==> config.mk <==
export PLATFORM = sky130hd
export DESIGN_NAME = asr_receiver
export DESIGN_NICKNAME = d
export VERILOG_FILES = /design/src/hw/asr_pkg.sv /design/src/hw/asr_receiver.sv
export SDC_FILE = /design/constraint.sdc
export NUM_CORES = 1
export LEC_CHECK = 0
export BUFFER_PORTS_ARGS = -buffer_cell sky130_fd_sc_hd__buf_2
export CAP_MARGIN = 30
export CORE_MARGIN = 10
export CORE_UTILIZATION = 44
export DETAILED_ROUTE_END_ITERATION = 8
export PLACE_DENSITY = 0.65
export SYNTH_ARGS = -nofsm -noshare
export SYNTH_HDL_FRONTEND = slang
export SYNTH_SLANG_ARGS = --single-unit
==> constraint.sdc <==
create_clock -name clk -period 3.3 [get_ports clk]
set_input_delay 0.33 -clock clk [delete_from_list [all_inputs] [get_ports clk]]
set_output_delay 0.33 -clock clk [all_outputs]
set_load 0.1 [all_outputs]
==> src/hw/asr_pkg.sv <==
/*
 Constants for the receive half of the asynchronous serial port: register
 offsets, bit positions, reset values and the receiver timing.
 Assumes an APB slave with 32-bit data and a 10 MHz system clock.
*/
// Operation
// Framing status stored with each character
// Missing stop bit flags framing error
// Flag shows oldest unread character status
// Flag read-only; data read pops buffer
// Framing error never stops further reception
// Port enable clear resets, clears flag
// Receive enable clear keeps framing flag
// No interrupt from framing error alone
// Buffer holds at most two characters
// Third character while full sets overrun
// Overrun keeps data readable, blocks reception
// Overrun cleared only by enable clears
// Nine-bit mode shifts nine data bits
// Ninth-bit field shows oldest character's bit
// Software reads ninth bit before data
// Software reads framing flag before data
// Address detect enable selects address mode
// Address mode keeps only ninth-bit-set characters
// Software toggles address detect around messages
// Receive flag high while buffer nonempty
package asr_pkg;
   // Register byte offsets
   localparam logic [11:0] STAT_CTRL_OFF = 12'h000;  // receive_status_control
   localparam logic [11:0] DATA_OFF      = 12'h004;  // receive_data_register
   localparam logic [11:0] BAUD_OFF      = 12'h008;  // Bit period divider
   localparam logic [11:0] FLAGS_OFF     = 12'h00c;  // peripheral_interrupt_flags
   // Control/status bit positions
   localparam int NINTH_BIT  = 0;  // received_ninth_bit (RO)
   localparam int OVERRUN_BIT = 1; // overrun_error_flag (RO)
   localparam int FRAME_BIT  = 2;  // framing_error_flag (RO)
   localparam int ADDR_BIT   = 3;  // address_detect_enable
   localparam int CONTINUOUS_RECEIVE_ENABLE_BIT   = 4;  // continuous_receive_enable
   localparam int RX9_BIT    = 6;  // nine_bit_receive_enable
   localparam int SERIAL_PORT_ENABLE_BIT   = 7;  // serial_port_enable
   localparam int RXFLAG_BIT = 5;  // receive_interrupt_flag in flags word
   // Reset values
   localparam logic [15:0] BAUD_RST = 16'h0040;  // Cycles per bit
   localparam int          BUF_DEPTH = 2;        // Characters held
   // Bit timing: nominal rate and derived cycles per bit
   localparam int CLK_HZ    = 10_000_000;
   localparam int BAUD_HZ   = 156_250;
   localparam int BIT_CYCLES = CLK_HZ / BAUD_HZ;
endpackage

==> src/hw/asr_receiver.sv <==
/*
 Receive side of the asynchronous serial port: bit sampler, two-entry
 character buffer with framing and ninth-bit status, overrun and address
 detection, and an APB register slave.
 Assumes serial_in is already synchronous to clk and idles high.
*/
`timescale 1ns/1ps
module asr_receiver #(
   parameter int DEPTH = asr_pkg::BUF_DEPTH  // Buffer depth
) (
   // Clock and reset
   input  wire logic        clk,
   input  wire logic        srst,
   // APB slave
   input  wire logic        psel,
   input  wire logic        penable,
   input  wire logic        pwrite,
   input  wire logic [11:0] paddr,
   input  wire logic [31:0] pwdata,
   output logic             pready,
   output logic [31:0]      prdata,
   output logic             pslverr,
   // Serial line
   input  wire logic        serial_in,
   // Status out
   output logic             receive_interrupt_flag
);
   ////////////////////////////////////////////////////////////////////////
   typedef enum logic [1:0] {ASR_IDLE, ASR_START, ASR_DATA, ASR_STOP} asr_state_t;

   asr_state_t  state_reg;          // Receiver sequencer
   logic [15:0] baud_reg;           // Cycles per bit
   logic [15:0] cnt_reg;            // Bit time counter
   logic [3:0]  bit_idx_reg;        // Data bit index
   logic [8:0]  receive_shift_register; // Incoming bits
   logic        serial_port_enable_reg, continuous_receive_enable_reg, rx9_reg, address_detect_enable_reg;
   logic        overrun_reg;        // Sticky overrun
   logic [9:0]  buf_mem [DEPTH];    // {framing, ninth, data}
   logic        rd_ptr_reg, wr_ptr_reg;
   logic [1:0]  count_reg;          // Characters held
   logic        done;               // Character complete this cycle
   logic        stop_ok;            // Stop bit sampled high
   logic        keep;               // Character passes address filter
   logic        push, pop;
   logic        wr_acc, rd_acc;
   logic [9:0]  head;               // Oldest unread entry
   logic [7:0]  ctrl_view;

   assign wr_acc = psel && penable && pwrite;
   assign rd_acc = psel && penable && !pwrite;
   assign head   = buf_mem[rd_ptr_reg];
   // Nothing enters the buffer while overrun stands
   assign done    = (state_reg == ASR_STOP) && (cnt_reg == 16'h0000);
   assign stop_ok = serial_in;
   // Address mode needs nine-bit reception and a set ninth bit
   assign keep = !(address_detect_enable_reg && rx9_reg) || receive_shift_register[8];
   // A pop in the same cycle frees the slot, so a full buffer still takes the character
   assign push = done && keep && !overrun_reg && ((count_reg < 2'(DEPTH)) || pop);
   // Pop on data read, only when something is held
   assign pop  = rd_acc && (paddr == asr_pkg::DATA_OFF) && (count_reg != 2'h0);

   ////////////////////////////////////////////////////////////////////////
   // Control bits; a control write loads all four, port enable clear leaves the others as written
   always_ff @(posedge clk) begin
      if (srst) begin
         serial_port_enable_reg  <= 1'b0;
         continuous_receive_enable_reg  <= 1'b0;
         rx9_reg   <= 1'b0;
         address_detect_enable_reg <= 1'b0;
         baud_reg  <= asr_pkg::BAUD_RST;
      end else if (wr_acc && paddr == asr_pkg::STAT_CTRL_OFF) begin
         serial_port_enable_reg  <= pwdata[asr_pkg::SERIAL_PORT_ENABLE_BIT];
         continuous_receive_enable_reg  <= pwdata[asr_pkg::CONTINUOUS_RECEIVE_ENABLE_BIT];
         rx9_reg   <= pwdata[asr_pkg::RX9_BIT];
         address_detect_enable_reg <= pwdata[asr_pkg::ADDR_BIT];
      end else if (wr_acc && paddr == asr_pkg::BAUD_OFF) begin
         baud_reg  <= (pwdata[15:0] == 16'h0000) ? 16'h0001 : pwdata[15:0];
      end
   end

   ////////////////////////////////////////////////////////////////////////
   // Bit sampler; runs only while port and receive are enabled
   always_ff @(posedge clk) begin
      if (srst || !serial_port_enable_reg || !continuous_receive_enable_reg) begin
         state_reg   <= ASR_IDLE;
         cnt_reg     <= 16'h0000;
         bit_idx_reg <= 4'h0;
         receive_shift_register <= 9'h000;
      end else begin
         case (state_reg)
            ASR_IDLE: begin
               // Falling edge: wait half a bit to mid-start
               if (!serial_in) begin
                  state_reg <= ASR_START;
                  cnt_reg   <= baud_reg >> 1;
               end
            end
            ASR_START: begin
               if (cnt_reg != 16'h0000) begin
                  cnt_reg <= cnt_reg - 16'h0001;
               end else if (serial_in) begin
                  state_reg <= ASR_IDLE;  // Glitch, not a start bit
               end else begin
                  state_reg   <= ASR_DATA;
                  cnt_reg     <= baud_reg - 16'h0001;
                  bit_idx_reg <= 4'h0;
               end
            end
            ASR_DATA: begin
               if (cnt_reg != 16'h0000) begin
                  cnt_reg <= cnt_reg - 16'h0001;
               end else begin
                  // LSB first; shift into the top, nine bits in nine-bit mode
                  if (rx9_reg) begin
                     receive_shift_register <= {serial_in, receive_shift_register[8:1]};
                  end else begin
                     receive_shift_register <= {1'b0, serial_in, receive_shift_register[7:1]};
                  end
                  cnt_reg <= baud_reg - 16'h0001;
                  if (bit_idx_reg == (rx9_reg ? 4'h8 : 4'h7)) begin
                     state_reg <= ASR_STOP;
                  end else begin
                     bit_idx_reg <= bit_idx_reg + 4'h1;
                  end
               end
            end
            ASR_STOP: begin
               if (cnt_reg != 16'h0000) begin
                  cnt_reg <= cnt_reg - 16'h0001;
               end else begin
                  state_reg <= ASR_IDLE;  // Receive continues after errors
               end
            end
            default: state_reg <= ASR_IDLE;
         endcase
      end
   end

   ////////////////////////////////////////////////////////////////////////
   // Buffer storage; framing status travels with each character
   always_ff @(posedge clk) begin
      if (push) begin
         buf_mem[wr_ptr_reg] <= {!stop_ok, receive_shift_register};
      end
   end

   // Pointers and count; port enable clear empties the buffer
   always_ff @(posedge clk) begin
      if (srst || !serial_port_enable_reg) begin
         rd_ptr_reg <= 1'b0;
         wr_ptr_reg <= 1'b0;
         count_reg  <= 2'h0;
      end else begin
         if (push) begin
            wr_ptr_reg <= !wr_ptr_reg;
         end
         if (pop) begin
            rd_ptr_reg <= !rd_ptr_reg;
         end
         count_reg <= count_reg + 2'(push) - 2'(pop);
      end
   end

   ////////////////////////////////////////////////////////////////////////
   // Overrun: third full character while full; only enables clear it
   always_ff @(posedge clk) begin
      if (srst || !serial_port_enable_reg || !continuous_receive_enable_reg) begin
         overrun_reg <= 1'b0;
      end else if (done && keep && count_reg == 2'(DEPTH) && !pop) begin
         overrun_reg <= 1'b1;
      end
   end

   ////////////////////////////////////////////////////////////////////////
   // Status view: control bits, overrun and the head entry; empty buffer shows zero framing and ninth bits
   always_comb begin
      ctrl_view = 8'h00;
      ctrl_view[asr_pkg::SERIAL_PORT_ENABLE_BIT]    = serial_port_enable_reg;
      ctrl_view[asr_pkg::RX9_BIT]     = rx9_reg;
      ctrl_view[asr_pkg::CONTINUOUS_RECEIVE_ENABLE_BIT]    = continuous_receive_enable_reg;
      ctrl_view[asr_pkg::ADDR_BIT]    = address_detect_enable_reg;
      ctrl_view[asr_pkg::OVERRUN_BIT] = overrun_reg;
      // Framing follows the oldest entry; receive enable has no say here
      ctrl_view[asr_pkg::FRAME_BIT] = (count_reg != 2'h0) && head[9];
      ctrl_view[asr_pkg::NINTH_BIT] = (count_reg != 2'h0) && head[8];
   end

   // APB read data and answer; zero wait states
   always_ff @(posedge clk) begin
      if (srst) begin
         prdata  <= 32'h0000_0000;
         pready  <= 1'b0;
         pslverr <= 1'b0;
      end else begin
         pready  <= psel && !penable;
         pslverr <= 1'b0;
         prdata  <= 32'h0000_0000;
         if (psel && !penable) begin
            case (paddr)
               asr_pkg::STAT_CTRL_OFF: prdata <= {24'h000000, ctrl_view};
               asr_pkg::DATA_OFF:      prdata <= {24'h000000, head[7:0]};
               asr_pkg::BAUD_OFF:      prdata <= {16'h0000, baud_reg};
               asr_pkg::FLAGS_OFF:
                  prdata <= 32'(count_reg != 2'h0) << asr_pkg::RXFLAG_BIT;
               default: pslverr <= !pwrite;  // Unmapped reads error
            endcase
         end
      end
   end

   ////////////////////////////////////////////////////////////////////////
   // Receive flag: buffer nonempty; framing alone raises nothing
   always_ff @(posedge clk) begin
      if (srst || !serial_port_enable_reg) begin
         receive_interrupt_flag <= 1'b0;
      end else if (wr_acc && paddr == asr_pkg::STAT_CTRL_OFF && !pwdata[asr_pkg::SERIAL_PORT_ENABLE_BIT]) begin
         // Port disable drops the flag at the write, not a cycle later
         receive_interrupt_flag <= 1'b0;
      end else begin
         receive_interrupt_flag <= (count_reg + 2'(push) - 2'(pop)) != 2'h0;
      end
   end
endmodule

==> impl_metrics.tcl, run 1 <==
set metrics [dict create \
    finalCritPeriodShare_pct 87.7 \
    clock_latency_ns 0.37 \
    post-synth-top-area-fraction_pct 31.1 \
    multi_input_area_um2 2510 \
    syn_area_per_cell_um2 9.04 \
    final_cell_mix "dfxtp_1 (76), nor2_1 (67), buf_2 (52)" \
    diodes 0 \
    layout_setup_ws_ns 0.405 \
    fp-row-count 38 \
    ff2ff_path_depth 12 \
    period_minus_slack_ns 2.89 \
    cts_setup_buffers 0 \
    ant_nets 0 \
    dp.cells 717 \
    pwr-share-comb_pct 7.1 \
    drc_errors 0 \
    fp.dieH_um 125 \
    cts.sinks 96 \
    pre_cts_slack_ns 0.308 \
    pwr-share-seq_pct 54.5 \
    overflow 0 \
    maxCapViolations 0 \
    hold_path.class "primary input to flop" \
    critical_path_required_ns 3.53 \
    end_kind "flop" \
    peakVddDrop_mv 0.192 \
    p_total_w 0.00219 \
    vias_per_cell 5.70 \
    postCtsHoldBufs 0 \
    final_cells 733 \
    largest_register_ffs 20 \
    mostFrequentLayoutCell "dfxtp_1" \
    tightest_slew_ns 0.817 \
    io_pins 85 \
    p_per_area_nw_per_um2 399 \
    yosys_warnings 0 \
    maxSlewViolCount 0 \
    cp-start-kind "flop" \
    whs_path_depth 2 \
    cts_tree "done" \
    internal_power_w 0.00164 \
    fin_worst_skew_ns 0.0141 \
    synth_seq_cells 96 \
    via_count 4180 \
    yosysUniqueCellTypes 67 \
    path_class "flop to flop" \
    ctsResizeCount 0 \
    wire_per_inst_um 17.4 \
    dp_hpwl_um 9180 \
    grt_pass1_wl_um 20600 \
    fmax_ghz 0.345 \
    gp_congestion 0.904 \
    tns_ns 0 \
    grt_max_degree 24 \
    die_x_um 125 \
    grt_use_total_pct 15.6 \
    outcome "complete, no violations" \
    synth_top_area_cell "dfxtp_1" \
    seqCellArea_um2 2120 \
    nets 649 \
    final_layout_size_suffix_gt1_share_pct 16.9 \
    swShare_pct 25.2 \
    clock_tree.root_cell "clkbuf_8" \
    drtPass1Iterations 5 \
    power_leakage_nw 2.11 \
    start_util_pct 45.1 \
    netlist_area_um2 4890 \
    cts.clk_slew.worst_paths_ns 0.09 \
    regMostFlops "buf_mem" \
    synth.area.top_cells "dfxtp_1 (31%), edfxtp_1 (12%), nor2_1 (5.1%)" \
    grt_pass1_vias 3956 \
    critPathMaxFanout 6 \
    io_buffers 52 \
    crit_arrival_ns 3.12 \
    antenna_found_initial 0 \
    seq_area_frac_synth_pct 43.4 \
    drtIter0Drc 522 \
    synthCells 541 \
    slew_headroom_pct 45.1 \
    rsz0062_at_grt "no" \
    numCtsBuffers 9 \
    synth_edf_count 20 \
    hold_violations 0 \
    cts-htree-levels 3 \
    p_sw_w 0.000551 \
    totalWireLength_um 12700 \
    synth_ff_type "dfxtp_1" \
    setup-violations-final 0 \
    n_fill_cell 1004 \
    syn_to_final_growth_pct 12.1 \
    holdWs_ns 0.187 \
    async_reset_ff_share_pct 0 \
    die_area_um2 15700 \
    coreArea_um2 10800 \
    clock_path_buffers 2 \
    power.share.clock_pct 38.4 \
]
==> cells by family after synthesis <==
logic type               after synthesis  synth area share [%]
flip-flops                            96                  43.4
AO/OA/AOI/OAI                        119                  16.9
multiplexers                          20                  4.22
AND/OR/NAND/NOR                      201                  20.9
XOR/XNOR                              29                  5.20
other                                  1                0.0767
buffers and inverters                 64                  6.45
adder cells (fa/ha/maj)               11                  2.82
==> stage by stage <==
stage | util [%] | instance area [um2]
after global placement | 48.3 | 5240
after detailed placement | 48.6 | 5270
after global routing | 50.6 | 5480
after CTS | 50.6 | 5480
after floorplan | - | 4940
final | 50.6 | 5480
==> metal layers <==
| layer | up-vias | wire length, um | global-route usage (%) |
|---|---|---|---|
| met1 | 1937 | 5870 | 21.6 |
| met2 | 197 | 5610 | 23.5 |
| met4 | 0 | 208 | 5.08 |
| met3 | 20 | 1040 | 3.51 |
| met5 | - | 0 | 0 |
| li1 | 2026 | - | - |
==> worst paths after layout <==
kind	end	slack, ns	from
worst min register to register	buf_mem[0][0]	0.48	receive_shift_register[0]
worst max register to register	receive_interrupt_flag	0.41	cnt_reg[2]
worst max-delay path	receive_interrupt_flag	0.41	cnt_reg[2]
worst min-delay path	pready	0.19	penable
==> worst max-delay path, cell delays in order, from the launching register on <==
cell and delay [ns]:
dfxtp_1 0.38, nor2_1 0.31, and4_1 0.29, o2111ai_1 0.24, nor3_1 0.41, inv_1 0.12, ha_1 0.31, inv_1 0.05
ha_1 0.14, xor2_1 0.17, xnor2_1 0.14, nor2_1 0.07, a2bb2oi_1 0.13
==> area by class of cell <==
type | instances | area share [%]
Sequential cell | 96 | 38.7
Timing Repair Buffer | 67 | 7.17
Inverter | 18 | 1.23
Clock buffer | 12 | 3.04
Multi-Input combinational cell | 396 | 45.8
Tap cell | 140 | 3.20
Clock inverter | 4 | 0.890
==> Yosys cell counts, drive strengths merged, types with 3 or more instances <==
| cell type | count |
|---|---|
| mux2 | 5 |
| mux2i | 15 |
| ha | 11 |
| inv | 18 |
| xnor2 | 12 |
| a221oi | 8 |
| buf | 22 |
| a22oi | 15 |
| nand2 | 30 |
| o31ai | 7 |
| nor3 | 14 |
| clkbuf | 24 |
| nand4 | 7 |
| nand3 | 23 |
| nor2 | 68 |
| nand2b | 7 |
| or3 | 4 |
| a31oi | 5 |
| o21ai | 14 |
| a21oi | 36 |
| a211oi | 6 |
| nor4 | 15 |
| edfxtp | 20 |
| and2 | 11 |
| and4 | 3 |
| xor2 | 17 |
| o211ai | 4 |
| a311oi | 4 |
| dfxtp | 76 |
| nor3b | 5 |
==> power groups by stage <==
stage	sequential [W]	combinational (W)	clock [W]
after floorplan	0.00123	0.000126	0
after global placement	0.00122	0.000153	0
after detailed placement	0.00122	0.000154	0
after CTS	0.00119	0.000154	0.000856
after global routing	0.00119	0.000164	0.000890
final	0.00119	0.000156	0.000840
No activity file was read; power rests on OpenSTA's default activity.
==> run 2: changes to the inputs <==
- MAX_ROUTING_LAYER: unset -> met4
==> impl_metrics.tcl, run 2 (synthesis gave the netlist of run 1 again) <==
set metrics [dict create \
    largest_register_ffs 20 \
    clock_path_buffers 2 \
    critPathMaxFanout 5 \
    clock_tree.root_cell "clkbuf_8" \
    crit_arrival_ns 3.16 \
    maxCapViolations 0 \
    regMostFlops "buf_mem" \
    final_area_um2 5420 \
    numCtsBuffers 9 \
    r2r-start "cnt_reg[12]" \
    fp-row-count 38 \
    hold_violations 0 \
    dpl_cell_area_um2 5250 \
    peakVddDrop_mv 0.252 \
    cts.clk_slew.worst_paths_ns 0.10 \
    fp.dieH_um 125 \
    cts.sinks 96 \
    drtIter0Drc 423 \
    grt_max_degree 25 \
    fmax_ghz 0.343 \
    critical_path_required_ns 3.54 \
    dp_hpwl_um 9260 \
    ant_nets 0 \
    hold_path.class "primary input to flop" \
    r2r_setup_slack_ns 0.38 \
    cts_setup_buffers 0 \
    cts_tree "done" \
    tns_ns 0 \
    grt_pass1_vias 4023 \
    cts-htree-levels 3 \
    rsz0062_at_grt "no" \
    path_class "flop to flop" \
    clock_latency_ns 0.37 \
    gp_congestion 0.944 \
    overflow 0 \
    hold_path_end "pready" \
    grt_use_total_pct 16.2 \
    finalCritPeriodShare_pct 88.4 \
    syn_to_final_growth_pct 10.8 \
    fin_worst_skew_ns 0.00991 \
    critical_path.startpoint "cnt_reg[12]" \
    drtPass1Iterations 5 \
    min_from "penable" \
    start_util_pct 45.1 \
    whs_path_depth 2 \
    end_kind "flop" \
    tightest_slew_ns 1.02 \
    slew_headroom_pct 31.9 \
    setup-violations-final 0 \
    die_area_um2 15700 \
    totalWireLength_um 12700 \
    period_minus_slack_ns 2.92 \
    ff2ff_path_depth 12 \
    drc_errors 0 \
    io_buffers 52 \
    io_pins 85 \
    cp-start-kind "flop" \
    grt_pass1_wl_um 20700 \
    coreArea_um2 10800 \
    final_cell_mix "dfxtp_1 (76), nor2_1 (67), buf_2 (52)" \
    ctsResizeCount 0 \
    wire_per_inst_um 17.3 \
    postCtsHoldBufs 0 \
    antenna_found_initial 0 \
    via_count 4150 \
    mostFrequentLayoutCell "dfxtp_1" \
    nets 649 \
    r2r-end "receive_interrupt_flag" \
    final_layout_size_suffix_gt1_share_pct 16.9 \
    maxSlewViolCount 0 \
    die_x_um 125 \
    p_per_area_nw_per_um2 381 \
    vias_per_cell 5.66 \
    outcome "complete, no violations" \
    power_leakage_nw 2.08 \
    diodes 0 \
]
run 2: report_power, final:
part	switching (W)	internal [W]	leakage, nW
registers	0.000000162	0.00119	0.797
logic	0.000128	0.0000273	1.19
clock network	0.000420	0.000295	0.0938
run 2: cell type report:
class	count	area, um2
Timing Repair Buffer	67	373
Inverter	18	67.6
Multi-Input combinational cell	396	2510
Clock inverter	5	30.0
Sequential cell	96	2120
Clock buffer	11	141
Fill cell	1022	5420
Tap cell	140	175
run 2: worst max-delay path: stages, from the launching register on:
cell and delay [ns]:
dfxtp_1 0.37, nor3_1 0.38, and3b_1 0.27, o2111ai_1 0.23
nor3_1 0.43, inv_1 0.11, ha_1 0.30, inv_1 0.06
ha_1 0.14, xor2_1 0.17, xnor2_1 0.13, nor2_1 0.07
a2bb2oi_1 0.12
run 2: how the worst max path moves through the flow:
| stage | end | slack, ns | cells after the start |
|---|---|---|---|
| after floorplan | receive_interrupt_flag | 0.50 | 13 |
| after global placement | receive_interrupt_flag | 0.39 | 13 |
| after detailed placement | receive_interrupt_flag | 0.27 | 13 |
| after CTS | receive_interrupt_flag | 0.36 | 12 |
| after global routing | receive_interrupt_flag | 0.14 | 12 |
| final | receive_interrupt_flag | 0.38 | 12 |
run 2: per-stage QoR:
step                      util, %  setup WS [ns]  instances  hold slack, ns  power (W)
after global routing         50.0          0.141        733           0.179    0.00213
after CTS                    50.0          0.356        733           0.170    0.00207
after floorplan                 -          0.500        556           0.425    0.00135
after detailed placement     48.4          0.270        717           0.467    0.00137
final                        50.0          0.381        733           0.181    0.00206
after global placement       48.4          0.385        717           0.461    0.00137
run 2: metal layers:
metal / wire length [um] / up-vias / GRT usage, % / part of all wire [%]
li1: - / 2034 / - / -
met1: 5980 / 1928 / 21.1 / 47
met2: 5440 / 163 / 23.2 / 43
met3: 930 / 25 / 4.39 / 7.3
met4: 315 / 0 / 6.84 / 2.5
met5: 0 / - / - / 0
